==> src/mdspi_pkg.sv <==
// Constants and types of the motor driver serial port
package mdspi_pkg;
  // ------------------------------------------------------------
  // Register addresses
  // ------------------------------------------------------------
  localparam logic [4:0] ADDR_FAULT = 5'h00;
  localparam logic [4:0] ADDR_DIAG = 5'h01;
  localparam logic [4:0] ADDR_CFG1 = 5'h02;
  localparam logic [4:0] ADDR_PROT = 5'h03;
  localparam logic [4:0] ADDR_OUTC = 5'h04;
  localparam logic [4:0] ADDR_LDIAG = 5'h05;
  // ------------------------------------------------------------
  // Values after reset
  // ------------------------------------------------------------
  localparam logic [7:0] RST_CFG1 = 8'h51;
  localparam logic [7:0] RST_PROT = 8'h0C;
  localparam logic [7:0] RST_OUTC = 8'h00;
  localparam logic [7:0] RST_LDIAG = 8'h00;
  localparam logic [5:0] RST_FLAGS = 6'h00;
  localparam logic [7:0] RST_DIAG = 8'h00;
  // ------------------------------------------------------------
  // Field positions and marks
  // ------------------------------------------------------------
  localparam int RW_BIT = 6;
  localparam int ADDR_HI = 5;
  localparam int ADDR_LO = 1;
  localparam int CLR_BIT = 7;
  localparam int HEADER_BYTE_SECOND_CLR = 5;
  localparam logic [1:0] MARK_STATUS = 2'h3;
  localparam logic [1:0] MARK_HDR = 2'h2;
  // ------------------------------------------------------------
  // Frame sizes
  // ------------------------------------------------------------
  localparam logic [10:0] WORD_BITS = 11'h010;
  localparam int WORD_SHIFT = 4;
  localparam logic [2:0] LAST_BIT = 3'h7;
  // ------------------------------------------------------------
  // Byte role within a frame
  // ------------------------------------------------------------
  typedef enum logic [2:0] {
    PH_FIRST = 3'b000,
    PH_SINGLE = 3'b001,
    PH_STATUS = 3'b010,
    PH_HEADER_BYTE_SECOND = 3'b011,
    PH_BODY = 3'b100
  } mdspi_phase_t;
endpackage

==> src/mdspi_top.sv <==
// Serial slave port with daisy chain and status registers
// Operation
// - Input word: zero, read flag, address, data
// - Output word: 11, six flags, report
// - Deselected: ignore inputs, output high impedance
// - Sample on falling, launch on rising
// - Most significant bit first both ways
// - Wrong bit count: frame error, no update
// - Write returns old contents, then stores
// - Unselected device ignores shared bus traffic
// - Chain returns statuses, headers, reports
// - Six-bit chain length, up to 63
// - Header clear command clears faults at end
// - Low five bits of second header ignored
// - Status byte leads with two ones
// - Position from status bytes before header
// - Chain bytes mean as single frame
// - Status registers read only
// - Fault register layout, resets to zero
// - Read returns addressed register contents
// - Diagnostic register layout per bridge
`timescale 1ns/1ps
`default_nettype none
module mdspi_top
  import mdspi_pkg::*;
(
  input wire logic clk, // System clock
  input wire logic reset_n, // Async reset
  input wire logic frame_select_n, // Select pin
  input wire logic sclk, // Serial clock pin
  input wire logic sdi, // Serial data in
  output logic sdo, // Serial data out
  output logic sdo_oe_n, // Low while driving
  input wire logic [5:0] fault_in, // Flag set pulses
  input wire logic [7:0] diag_in, // Bridge diag sets
  output logic fault_output_n, // Low on any fault
  output logic frame_error, // Last frame bad
  output logic [7:0] drive_config_one, // Config 0x02
  output logic [7:0] protection_config, // Config 0x03
  output logic [7:0] output_command_config, // Config 0x04
  output logic [7:0] load_diag_config // Config 0x05
);
  // ------------------------------------------------------------
  // Synchronisers and edges
  // ------------------------------------------------------------
  logic [2:0] cs_q;
  logic [2:0] ck_q;
  logic [1:0] di_q;
  always_ff @(posedge clk or negedge reset_n) begin
    if (!reset_n) begin
      cs_q <= 3'h7;
      ck_q <= 3'h0;
      di_q <= 2'h0;
    end else begin
      cs_q <= {cs_q[1:0], frame_select_n};
      ck_q <= {ck_q[1:0], sclk};
      di_q <= {di_q[0], sdi};
    end
  end
  wire sel = !cs_q[1];
  wire cs_fall = cs_q[2] && !cs_q[1];
  wire frame_end = !cs_q[2] && cs_q[1];
  wire fall_e = sel && ck_q[2] && !ck_q[1];
  wire rise_e = sel && !ck_q[2] && ck_q[1];
  // ------------------------------------------------------------
  // Frame state
  // ------------------------------------------------------------
  mdspi_phase_t phase;
  logic [7:0] rx;
  logic [7:0] tx;
  logic [2:0] bit_i;
  logic [10:0] nbits;
  logic [5:0] pos;
  logic [5:0] chain_n;
  logic [6:0] jbody;
  logic [7:0] cmd;
  logic [7:0] dat;
  logic clr_req;
  logic clr_faults;
  logic [5:0] flags;
  logic [7:0] diag;
  wire [7:0] rx_next = {rx[6:0], di_q[1]};
  wire byte_done = fall_e && bit_i == LAST_BIT;
  wire is_status = rx_next[7:6] == MARK_STATUS;
  wire is_hdr = rx_next[7:6] == MARK_HDR;
  wire in_head = phase == PH_FIRST || phase == PH_STATUS;
  wire [4:0] rd_addr = rx_next[ADDR_HI:ADDR_LO];
  wire [7:0] fault_reg = {1'b0, |flags, flags};
  wire [7:0] rd_data = rd_addr == ADDR_FAULT ? fault_reg :
                       rd_addr == ADDR_DIAG ? diag :
                       rd_addr == ADDR_CFG1 ? drive_config_one :
                       rd_addr == ADDR_PROT ? protection_config :
                       rd_addr == ADDR_OUTC ? output_command_config :
                       rd_addr == ADDR_LDIAG ? load_diag_config : 8'h00;
  wire [6:0] addr_slot = 7'(chain_n) - 7'(pos) - 7'h01;
  wire [6:0] data_slot = 7'(chain_n) + addr_slot;
  wire [7:0] status_byte = {MARK_STATUS, flags};
  wire [10:0] chain_bits = (11'(chain_n) + 11'h001) << WORD_SHIFT;
  wire is_chain = phase == PH_BODY;
  wire ok = phase == PH_SINGLE ? nbits == WORD_BITS : is_chain && nbits == chain_bits;
  wire [4:0] wr_addr = cmd[ADDR_HI:ADDR_LO];
  wire do_write = frame_end && ok && !cmd[RW_BIT] && !cmd[7];
  wire wr_ok = do_write && wr_addr >= ADDR_CFG1 && wr_addr <= ADDR_LDIAG;
  // ------------------------------------------------------------
  // Receive, position and transmit
  // ------------------------------------------------------------
  always_ff @(posedge clk or negedge reset_n) begin
    if (!reset_n) begin
      phase <= PH_FIRST;
      rx <= 8'h00;
      tx <= 8'h00;
      bit_i <= 3'h0;
      nbits <= 11'h000;
      pos <= 6'h00;
      chain_n <= 6'h00;
      jbody <= 7'h00;
      cmd <= 8'h80;
      dat <= 8'h00;
      clr_req <= 1'b0;
    end else if (cs_fall) begin
      phase <= PH_FIRST;
      tx <= status_byte;
      bit_i <= 3'h0;
      nbits <= 11'h000;
      pos <= 6'h00;
      jbody <= 7'h00;
      cmd <= 8'h80;
      clr_req <= 1'b0;
    end else begin
      if (rise_e) begin
        tx <= {tx[6:0], 1'b0};
      end
      if (fall_e) begin
        rx <= rx_next;
        bit_i <= bit_i + 3'h1;
        nbits <= &nbits ? nbits : nbits + 11'h001;
      end
      if (byte_done) begin
        unique case (phase)
          PH_FIRST, PH_STATUS: begin
            if (is_status) begin
              pos <= pos + 6'h01;
              phase <= PH_STATUS;
              tx <= rx_next;
            end else if (phase == PH_FIRST && !rx_next[7]) begin
              cmd <= rx_next;
              phase <= PH_SINGLE;
              tx <= rd_data;
            end else begin
              chain_n <= rx_next[5:0];
              phase <= PH_HEADER_BYTE_SECOND;
              tx <= rx_next;
            end
          end
          PH_HEADER_BYTE_SECOND: begin
            clr_req <= rx_next[HEADER_BYTE_SECOND_CLR];
            phase <= PH_BODY;
            tx <= rx_next;
          end
          PH_BODY: begin
            jbody <= jbody + 7'h01;
            if (jbody == addr_slot) begin
              cmd <= rx_next;
              tx <= rd_data;
            end else begin
              tx <= rx_next;
            end
            if (jbody == data_slot) begin
              dat <= rx_next;
            end
          end
          PH_SINGLE: begin
            dat <= rx_next;
            tx <= 8'h00;
          end
          default: begin
            phase <= PH_FIRST;
          end
        endcase
      end
    end
  end
  // ------------------------------------------------------------
  // Pins and registers
  // ------------------------------------------------------------
  always_ff @(posedge clk or negedge reset_n) begin
    if (!reset_n) begin
      sdo <= 1'b0;
      sdo_oe_n <= 1'b1;
      frame_error <= 1'b0;
      clr_faults <= 1'b0;
      drive_config_one <= RST_CFG1;
      protection_config <= RST_PROT;
      output_command_config <= RST_OUTC;
      load_diag_config <= RST_LDIAG;
    end else begin
      sdo_oe_n <= !sel;
      if (rise_e) begin
        sdo <= tx[7];
      end
      if (frame_end) begin
        frame_error <= !ok;
      end
      clr_faults <= frame_end && ok && is_chain && clr_req || wr_ok && wr_addr == ADDR_OUTC && dat[CLR_BIT];
      if (wr_ok && wr_addr == ADDR_CFG1) begin
        drive_config_one <= dat;
      end
      if (wr_ok && wr_addr == ADDR_PROT) begin
        protection_config <= dat;
      end
      if (wr_ok && wr_addr == ADDR_OUTC) begin
        output_command_config <= {1'b0, dat[6:0]};
      end
      if (wr_ok && wr_addr == ADDR_LDIAG) begin
        load_diag_config <= dat;
      end
    end
  end
  // Set wins over clear
  always_ff @(posedge clk or negedge reset_n) begin
    if (!reset_n) begin
      flags <= RST_FLAGS;
      diag <= RST_DIAG;
      fault_output_n <= 1'b1;
    end else begin
      flags <= (clr_faults ? 6'h00 : flags) | fault_in;
      diag <= (clr_faults ? 8'h00 : diag) | diag_in;
      fault_output_n <= !(|flags);
    end
  end
endmodule
`default_nettype wire

==> config.mk <==
export PLATFORM = sky130hd
export DESIGN_NAME = mdspi_top
export DESIGN_NICKNAME = d
export VERILOG_FILES = /design/src/mdspi_pkg.sv /design/src/mdspi_top.sv
export SDC_FILE = /design/constraint.sdc
export NUM_CORES = 1
export LEC_CHECK = 0
export BUFFER_PORTS_ARGS = -buffer_cell sky130_fd_sc_hd__clkbuf_2
export CAP_MARGIN = 15
export CELL_PAD_IN_SITES_DETAIL_PLACEMENT = 1
export CELL_PAD_IN_SITES_GLOBAL_PLACEMENT = 1
export CORE_ASPECT_RATIO = 1.25
export CORE_MARGIN = 2
export CORE_UTILIZATION = 40
export DETAILED_ROUTE_END_ITERATION = 10
export PLACE_DENSITY = 0.8
export SLEW_MARGIN = 20
export SYNTH_ARGS = -nofsm -noshare
export SYNTH_HDL_FRONTEND = slang
export SYNTH_SLANG_ARGS = --single-unit
==> constraint.sdc <==
create_clock -name clk -period 10.65 [get_ports clk]
set_input_delay 1.065 -clock clk [delete_from_list [all_inputs] [get_ports clk]]
set_output_delay 1.065 -clock clk [all_outputs]
set_load 0.01 [all_outputs]
==> results of run 1 <==
-- worst max-delay path, stage by stage, from the launching register on --
cell and delay [ns]:
dfrtp_1 0.53, ha_1 0.30, a211oi_1 0.40, o21bai_1 0.23
xnor2_1 0.19, ha_1 0.31, a21oi_1 0.20, nand2_1 0.11
a21o_1 0.19, a21oi_1 0.17, xnor2_1 0.09, a31oi_1 0.74
mux2_2 0.45
-- cell families after synthesis --
group	count (synthesis)
multiplexers	63
AO/OA/AOI/OAI	158
XOR/XNOR	47
flip-flops	124
buffers and inverters	57
adder cells (fa/ha/maj)	22
other	1
AND/OR/NAND/NOR	204
-- power breakdown --
group	internal [mW]	leakage [nW]	switching (mW)
combinational	0.0554	1.61	0.0920
sequential	0.486	1.57	0.0464
clock	0.377	0.306	0.243
-- through the flow --
| step | power [mW] | util | cell area, µm² | hold slack, ns |
|---|---|---|---|---|
| finish | 1.30 | 0.471 | 7940 | 0.350 |
| global route | 1.35 | 0.471 | 7940 | 0.357 |
| CTS | 1.31 | 0.471 | 7940 | 0.353 |
| detailed placement | 0.679 | 0.434 | 7310 | 0.340 |
| global placement | 0.669 | 0.434 | 7310 | 0.334 |
| floorplan | 0.619 | - | 6880 | 0.331 |
-- state kept, by name (all words and copies together), names as in the netlist, 8 cells and up --
| signal | count |
|---|---|
| nbits | 11 |
| dat | 8 |
| diag | 8 |
| drive_config_one | 8 |
| load_diag_config | 8 |
| protection_config | 8 |
| tx | 8 |
-- path summary, 6_finish.rpt --
kind	slack (ns)	endpoint	start	cells after the start
setup / recovery	6.63	dat[1]	chain_n[1]	12
hold / removal	0.35	ck_q[1]	ck_q[0]	0
setup reg to reg	6.63	dat[1]	chain_n[1]	12
hold reg to reg	0.35	ck_q[1]	ck_q[0]	0
max in group asynchronous	8.57	flags[2]	reset_n	2
min in group asynchronous	0.70	jbody[6]	reset_n	1
-- cells in the final DEF (no fill, tap or decap), types with 15 or more instances in the layout --
cell,instances
xor2_1,15
mux2_2,43
nor2_1,57
clkbuf_2,52
xnor2_1,30
a21o_1,20
a221oi_1,15
o21ai_0,34
dfrtp_1,114
a21oi_1,36
clkbuf_16,17
nand2_1,37
nand2b_1,17
nand3_1,20
inv_1,22
ha_1,20
-- metal layers --
metal	track usage	vias up
met5	0	-
met4	0.111	0
met3	0.0379	45
met2	0.399	143
met1	0.271	2804
li1	-	2510
-- cell type report --
cell class	instances	area [µm²]
clock buffers	17	425
clock inverters	15	201
fillers	1885	8910
inverters	22	82.6
multi-input cells	495	3550
flip-flops and latches	124	3120
well taps	220	275
repair buffers	56	290
==> impl_results.md, run 1 <==
- Status: completed
- Diodes inserted: 0
- Die area: 18,300 µm²
- Slew @ Worst Pin: 1.05 ns
- DPL Wire Length: 13.6 mm
- Most frequent cell after synthesis: dfrtp_1
- Post-synth EDFFs: 0
- Most common library cells after synthesis: dfrtp_1 (114), nor2_1 (57), mux2_2 (43)
- Main combinational cell family by area after synthesis: simple AND/OR/NAND/NOR gates
- Met3 wire length: 749 µm
- CTS tree: built
- Root Driver: clkbuf_16
- Pre-CTS setup slack: 6.70 ns
- Critical Path AT: 4.34 ns
- Ports: 55
- Share of cells above drive strength 1: 0.217
- Synthesized cell area: 6880 µm²
- Met2 wire length: 10.3 mm
- Post-CTS setup buffers: 0
- Die Ht: 151 µm
- M1 wire length: 7.88 mm
- Synth unique cells: 63
- Leak pwr: 3.48 nW
- Post-synth net total: 717
- Worst skew pair latency: 0.44 ns
- Tmin final: 4.02 ns
- Dpl cells: 917
- Setup tns final: 0 ns
- IO buf count: 53
- Maximum VDD drop: 99.3 µV
- CP startpoint kind: register
- XOR/XNOR Fraction of Synth Area: 0.0638
- Worst EP required: 10.97 ns
- FFs w/ async S/R, synth: 1.00
- Simple-gate share of the synthesized area: 0.152
- Final worst clock skew: 0.0139 ns
- Cts repair resizes: 0
- Longest Clk Path Bufs: 2
- Cts bufs inserted: 17
- Iter 0 DRT Violations: 297
- Yosys top cell by area: dfrtp_1
- Max layer used: met4
- Syn Inst Count: 676
- Warnings from Yosys: 0
- Wirelength, routed: 19.5 mm
- WS Path Type: register to register
- FP Rows: 53
- Gpl congestion: 0.881
- Final hold viol count: 0
- Worst-path clk slew: 0.07 ns
- H-tree depth: 4
- Vias per cell: 5.80
- Core footprint: 16,800 µm²
- Pre-Repair DR Iteration Count: 7
- Hold-fix buffers at CTS: 0
- Avg Cell Area, Syn: 10.2 µm²
- Post-DRT Antenna Nets: 0
- #FFs+latches synth: 124
- Fmax: 249 MHz
- Vias: 5,502
- Setup ws final: 6.63 ns
- Layout area overhead: 15.3%
- # nets final: 757
- Mux cell area share after synthesis: 0.105
- # DRC: 0
- Slew Limit Fails: 0
- Setup violations, final: 0
- Die W: 121 µm
- Non-filler instance count after layout: 949
- Synth Area in Adders: 0.0422
- CTS Sinks: 124
- Number of global-route vias before repair: 6,071
- Post-synthesis compound-gate area fraction: 0.151
- Synth area leaders: dfrtp_1 (41%), mux2_2 (7.0%), dfstp_2 (3.8%), xnor2_1 (3.8%), ha_1 (3.6%)
- Hold crit path type: register to register
- Total power divided by cell area: 164 nW/µm²
- GR Overflow Total: 0
- Yosys top cell area share: 0.414
- Worst Setup End Kind: register
- Routed WL per cell: 20.6 µm
- Tcrit/Tclk final: 0.378
- First-pass GRT wire length: 32.1 mm
- Total GRT Usage: 0.228
- RSZ-0062 raised after global routing: no
- Total of max-cap violations: 0
- Top_reg_cell synth: dfrtp_1
- Starting density of the core: 0.409
- CP max FO: 8
- Relative slew slack: 0.291
- Largest net degree at the start of global routing: 71
- Initial antenna violation count: 0
- Sequential area share after synthesis: 0.453
No activity file was read; power rests on OpenSTA's default activity.
==> inputs of run 2 (changes only) <==
--- a/config.mk
+++ b/config.mk
@@ -13,7 +13,7 @@
 export CORE_MARGIN = 2
 export CORE_UTILIZATION = 40
 export DETAILED_ROUTE_END_ITERATION = 10
-export PLACE_DENSITY = 0.8
+export PLACE_DENSITY = 0.83
 export SLEW_MARGIN = 20
 export SYNTH_ARGS = -nofsm -noshare
 export SYNTH_HDL_FRONTEND = slang
==> constraint.sdc (replaced) <==
create_clock -name clk -period 3.48 [get_ports clk]
set_input_delay 0.348 -clock clk [delete_from_list [all_inputs] [get_ports clk]]
set_output_delay 0.348 -clock clk [all_outputs]
set_load 0.01 [all_outputs]
==> run 2 against run 1 <==
Effect of this change:
- sequential power increased to 3.0 times the previous value
- clock skew shrank 0.0048 ns
- final cell count rose by 2.8%
- largest cell class unchanged
- critical endpoint unchanged
- via count is 1.8% higher
- clock-buffer cell count rose by 1
- first-iteration DRC count down 22%
- routed wire length rose by 4.7%
- the run now ends with negative hold slack left
- maximum frequency rose by 17%
- non-clock buffer count grew 27
==> impl_results.md, run 2 (synthesis gave the netlist of run 1 again) <==
- Status: finished with violations
- Failing checks: negative hold slack
- Pre-Repair DR Iteration Count: 4 (-3)
- Die W: 121 µm (unchanged)
- Vias per cell: 5.74 (-0.98%)
- Share of cells above drive strength 1: 0.249 (+0.0319)
- Die Ht: 151 µm (unchanged)
- Setup tns final: 0 ns (unchanged)
- WS Path Type: register to register
- Most flops, register: nbits
- Total of max-cap violations: 0 (unchanged)
- Leak pwr: 3.62 nW (+3.9%)
- Commonest non-fill, non-tap cells in the layout: dfrtp_1 (114), nor2_1 (57), clkbuf_2 (52)
- Crit path cell chain: inv_1 > ha_1 > fa_1 > xor2_1 > ha_1 > xnor2_1 > xnor2_1 > or4_1 > nor3_2 > a31oi_4 > buf_12 > mux2_2
- Largest net degree at the start of global routing: 83 (+17%)
- # nets final: 784 (+3.6%)
- Die area: 18,300 µm² (unchanged)
- Worst-path clk slew: 0.06 ns (about the same)
- Gpl congestion: 0.865 (-1.8%)
- FP Rows: 53 (unchanged)
- Worst EP required: 3.79 ns (-7.18 ns)
- Core footprint: 16,800 µm² (unchanged)
- # DRC: 0 (unchanged)
- Tcrit/Tclk final: 0.988 (+0.611)
- Tmin final: 3.44 ns (-0.582 ns)
- Reg-to-reg endpoint: dat[1]
- Dpl cells: 942 (+2.7%)
- Layout fillers: 1,917 (+1.7%)
- Cts bufs inserted: 17 (unchanged)
- Post-layout util: 0.485 (+0.0139)
- Post-DRT Antenna Nets: 0 (unchanged)
- Fmax: 291 MHz (+17%)
- Total GRT Usage: 0.236 (+0.00796)
- CP max FO: 8 (unchanged)
- Slowest stage delay, CP: 0.51 ns (-0.23 ns)
- Worst hold slack: -0.0231 ns (-0.373 ns)
- Slew Limit Fails: 0 (unchanged)
- CTS tree: built
- Setup violations, final: 0 (unchanged)
- Met3 wire length: 860 µm (+15%)
- Diodes inserted: 0 (unchanged)
- IO buf count: 53 (unchanged)
- Starting density of the core: 0.409 (unchanged)
- Commonest non-fill, non-tap cell in the layout: dfrtp_1
- Met2 wire length: 10.8 mm (+4.8%)
- First-pass GRT wire length: 33.1 mm (+3.0%)
- Vias: 5,603 (+1.8%)
- Root Driver: clkbuf_16
- Slew @ Worst Pin: 0.794 ns (-0.259 ns)
- GR Overflow Total: 0 (unchanged)
- Relative slew slack: 0.466 (+0.175)
- Reg2reg setup slack: 0.04 ns (-6.59 ns)
- Max reg flops: 11 (unchanged)
- Worst skew pair latency: 0.43 ns (about the same)
- Non-filler instance count after layout: 976 (+2.8%)
- Iter 0 DRT Violations: 231 (-22%)
- DPL Wire Length: 14.5 mm (+6.4%)
- H-tree depth: 4 (unchanged)
- Number of global-route vias before repair: 6,166 (+1.6%)
- Critical Path AT: 3.75 ns (-0.59 ns)
- Slowest stage cell, crit path: or4_1
- Layout area overhead: 18.7%
- CTS Sinks: 124 (unchanged)
- Final worst clock skew: 0.00906 ns (-0.00483 ns)
- Routed WL per cell: 20.9 µm (+1.8%)
- Wirelength, routed: 20.4 mm (+4.7%)
- Worst R2R Start: pos[0]
- Hold crit path type: input pin to asynchronous set/reset pin
- Worst r2r path cells: 12 (unchanged)
- Worst path bufs/invs: 2 (+2)
- Maximum VDD drop: 346 µV (+250%)
- Finished layout cell area: 8170 µm² (+2.9%)
- Crit-path leading delay family: adder cells
- M1 wire length: 8.09 mm (+2.7%)
- Initial antenna violation count: 0 (unchanged)
- Max layer used: met4
- CP startpoint kind: register
- Final hold viol count: 33 (+33)
- Pwr Total: 3.88 mW (+200%)
- Longest Clk Path Bufs: 2 (unchanged)
- Total power divided by cell area: 475 nW/µm² (+190%)
- Ports: 55 (unchanged)
- Area after DPL: 7510 µm² (+2.7%)
- Worst Setup End Kind: register
run 2: layout make-up:
class	count	area [µm²]	area share
clock buffers	18	439	0.0537
clock inverters	14	159	0.0194
inverters	22	82.6	0.0101
well taps	220	275	0.0337
multi-input cells	495	3580	0.438
repair buffers	83	524	0.0642
flip-flops and latches	124	3120	0.381
run 2: how the worst max path moves through the flow:
stage,startpoint,endpoint,cells after the start
floorplan,chain_n[1],dat[0],12
global placement,pos[1],dat[6],13
detailed placement,pos[1],dat[1],13
CTS,pos[1],dat[1],13
global route,pos[0],dat[1],11
finish,pos[0],dat[1],12
run 2: report_power, final:
| group | leakage (nW) | internal [mW] | switching, mW |
|---|---|---|---|
| clock network | 0.289 | 1.09 | 0.713 |
| registers | 1.57 | 1.49 | 0.118 |
| logic | 1.76 | 0.178 | 0.299 |
| total | 3.62 | 2.75 | 1.13 |
run 2: layer usage:
layer | global-route usage | vias to the layer above
li1 | - | 2572
met1 | 0.266 | 2838
met2 | 0.420 | 142
met3 | 0.0511 | 51
met4 | 0.115 | 0
met5 | 0 | -
run 2: stage by stage:
step | hold WS (ns) | setup slack, ns
6_report | -0.0231 | 0.0409
5_1_grt | 0.0144 | -0.0639
4_1_cts | 0.0103 | 0.0639
3_5_place_dp | 0.345 | -0.316
3_3_place_gp | 0.332 | -0.0332
2_1_floorplan | 0.0524 | 0.121
run 2: what timing repair did:
item,4_1_cts,5_1_grt
setup buffers,0,1
pin swaps,0,1
setup endpoints to repair,8,13
endpoints found under the hold margin,1,0
hold buffers,1,0
gates resized for setup,2,3
==> inputs of run 3 (changes only) <==
==> constraint.sdc (replaced) <==
create_clock -name clk -period 3.48 [get_ports clk]
set_input_delay 0.87 -clock clk [delete_from_list [all_inputs] [get_ports clk]]
set_output_delay 0.87 -clock clk [all_outputs]
set_load 0.01 [all_outputs]
==> run 3 against run 2 <==
Effect of this change:
- the flow now finishes without violations
- critical path depth grew 1
- global-route usage shrank 0.51 points
- final area is essentially flat
- worst hold slack gained 0.37 ns
- clock-buffer cell count shrank 1
- die area is the same
- setup slack lost 0.023 ns
- register-to-register slack lost 0.02 ns
- routed wire length shrank 1.5%
- sequential share of layout area is essentially flat
- non-clock buffer count is the same
- critical endpoint is now dat[4]
- highest routed layer unchanged
==> impl_results.md, run 3 (synthesis gave the netlist of run 1 again) <==
- Internal: 2.75 mW (about the same)
- Logic pwr share: 0.129 (+0.006)
- Sequential cell fraction of total power: 0.406 (-0.008)
- Relative slew slack: 0.429 (-0.0374)
- Crit path cell chain: inv_1 > buf_4 > fa_1 > a211o_1 > o21ai_0 > xnor2_1 > ha_1 > xnor2_1 > xnor2_1 > nor3_2 > a31oi_4 > buf_12 > mux2_2
- Diodes inserted: 0 (unchanged)
- Finished layout cell area: 8180 µm² (about the same)
- CP startpoint kind: register
- Pre-Repair DR Iteration Count: 4 (unchanged)
- Worst-path clk slew: 0.06 ns (about the same)
- Iter 0 DRT Violations: 234 (+1.3%)
- Final hold viol count: 0 (-100%)
- WS Path Type: register to register
- Crit path top cell by count: xnor2_1
- CP Launch Point: pos[1]
- Status: completed
- Maximum VDD drop: 425 µV (+23%)
- Share of cells above drive strength 1: 0.253 (+0.00397)
- Tcrit/Tclk final: 0.995 (+0.00672)
- Gpl congestion: 0.869 (+0.40%)
- Switching Share: 0.295 (+0.00450)
- Critical Path AT: 3.77 ns (+0.02 ns)
- Setup violations, final: 0 (unchanged)
- Area after DPL: 7520 µm² (about the same)
- Post-DRT Antenna Nets: 0 (unchanged)
- Starting density of the core: 0.409 (unchanged)
- Most flops, register: nbits
- Slew Limit Fails: 0 (unchanged)
- H-tree depth: 4 (unchanged)
- # nets final: 784 (unchanged)
- Die area: 18,300 µm² (unchanged)
- Ports: 55 (unchanged)
- Crit path depth: 13 (+1)
- Vias: 5,644 (+0.73%)
- Core footprint: 16,800 µm² (unchanged)
- CP max FO: 8 (unchanged)
- Number of global-route vias before repair: 6,118 (-0.78%)
- Slowest stage cell, crit path: fa_1
- Termination of the worst setup path: dat[4]
- Worst R2R Start: pos[1]
- Reg-to-reg endpoint: dat[4]
- Crit-path leading delay family: adder cells
- Worst skew pair latency: 0.42 ns (about the same)
- Worst r2r path cells: 13 (+1)
- Reg2reg setup slack: 0.02 ns (-0.02 ns)
- CTS tree: built
- Total GRT Usage: 0.231 (-0.00511)
- Total power divided by cell area: 478 nW/µm² (+0.50%)
- Cts bufs inserted: 17 (unchanged)
- Tmin final: 3.46 ns (+0.0234 ns)
- Pwr Total: 3.91 mW (+0.60%)
- Die Ht: 151 µm (unchanged)
- Total of max-cap violations: 0 (unchanged)
- Wirelength, routed: 20.1 mm (-1.5%)
- Leak pwr: 3.62 nW (+0.14%)
- CTS Sinks: 124 (unchanged)
- Switching power: 1.15 mW (+2.2%)
- Longest Clk Path Bufs: 2 (unchanged)
- Final worst clock skew: 0.0106 ns (+0.00159 ns)
- FP Rows: 53 (unchanged)
- Routed WL per cell: 20.6 µm (-1.5%)
- Slowest stage delay, CP: 0.49 ns (-0.02 ns)
- Worst Setup End Kind: register
- Root Driver: clkbuf_16
- DPL Wire Length: 14.4 mm (-0.10%)
- IO buf count: 53 (unchanged)
- # DRC: 0 (unchanged)
- Fmax: 289 MHz (-0.68%)
- Max reg flops: 11 (unchanged)
- Vias per cell: 5.78 (+0.73%)
- Layout area overhead: 18.8% (about the same)
- Commonest non-fill, non-tap cells in the layout: dfrtp_1 (114), nor2_1 (57), clkbuf_2 (52)
- Initial antenna violation count: 0 (unchanged)
- GR Overflow Total: 0 (unchanged)
- Worst EP required: 3.78 ns (about the same)
- Commonest non-fill, non-tap cell in the layout: dfrtp_1
- Hold crit path type: register to register
- Die W: 121 µm (unchanged)
- Worst path bufs/invs: 3 (+1)
- Largest net degree at the start of global routing: 55 (-34%)
- First-pass GRT wire length: 32.8 mm (-0.75%)
- Slew @ Worst Pin: 0.850 ns (+0.0556 ns)
- Clock Power Share: 0.465 (about the same)
## run 3: changes by cell type in the layout (fill, tap and decap cells not counted), sizes merged
cell	change
buf	+1
clkbuf	-1
clkinv	-2
dlygate4sd3	-1
inv	+3
## run 3: how the worst min path moves through the flow
stage                  from  endpoint  slack (ns)  cells after the start
global route        di_q[0]   di_q[1]        0.36                      0
global placement    di_q[0]   di_q[1]        0.34                      0
finish              di_q[0]   di_q[1]        0.35                      0
detailed placement  di_q[0]   di_q[1]        0.34                      0
CTS                 di_q[0]   di_q[1]        0.35                      0
floorplan           ck_q[0]   ck_q[1]        0.33                      0
## run 3: worst reg2reg max path, cell delays in order (launching register included)
cell,delay (ns)
dfrtp_1,0.39
inv_1,0.11
buf_4,0.16
fa_1,0.49
a211o_1,0.31
o21ai_0,0.17
xnor2_1,0.18
ha_1,0.30
xnor2_1,0.28
xnor2_1,0.18
nor3_2,0.09
a31oi_4,0.21
buf_12,0.15
mux2_2,0.34
## run 3: area by class of cell
class,instances,area [µm²]
Sequential cell,124,3120
Multi-Input combinational cell,495,3590
Timing Repair Buffer,83,518
Clock inverter,15,175
Tap cell,220,275
Clock buffer,17,425
Fill cell,1901,8660
Inverter,22,82.6
## run 3: repair_timing
action                                  CTS  global route
setup buffers                             0             1
pin swaps                                 0             1
resized for setup                         1             6
endpoints found under the setup margin    8            16
hold buffers                              0             0
## run 3: power groups by stage
stage / clock network [mW] / registers (mW) / logic, mW
6_report: 1.81 / 1.59 / 0.506
5_1_grt: 1.91 / 1.59 / 0.555
4_1_cts: 1.85 / 1.58 / 0.500
3_5_place_dp: 0 / 1.61 / 0.486
3_3_place_gp: 0 / 1.60 / 0.469
2_1_floorplan: 0 / 1.54 / 0.352
## run 3: per-layer routing
| metal | wire length (µm) | up-vias | GRT usage |
|---|---|---|---|
| li1 | - | 2563 | - |
| met1 | 8200 | 2887 | 0.275 |
| met2 | 10500 | 144 | 0.407 |
| met3 | 759 | 50 | 0.0402 |
| met4 | 639 | 0 | 0.102 |
| met5 | 0 | - | 0 |
## run 3: metrics by stage
step	hold slack [ns]	utilization	setup slack, ns	std cells	TNS (ns)
floorplan	0.331	-	0.121	676	0
global placement	0.336	0.446	-0.0460	943	-0.363
detailed placement	0.337	0.446	-0.153	943	-1.16
CTS	0.352	0.482	0.0119	975	0
global route	0.359	0.486	-0.0935	976	-0.665
finish	0.349	0.486	0.0176	976	0
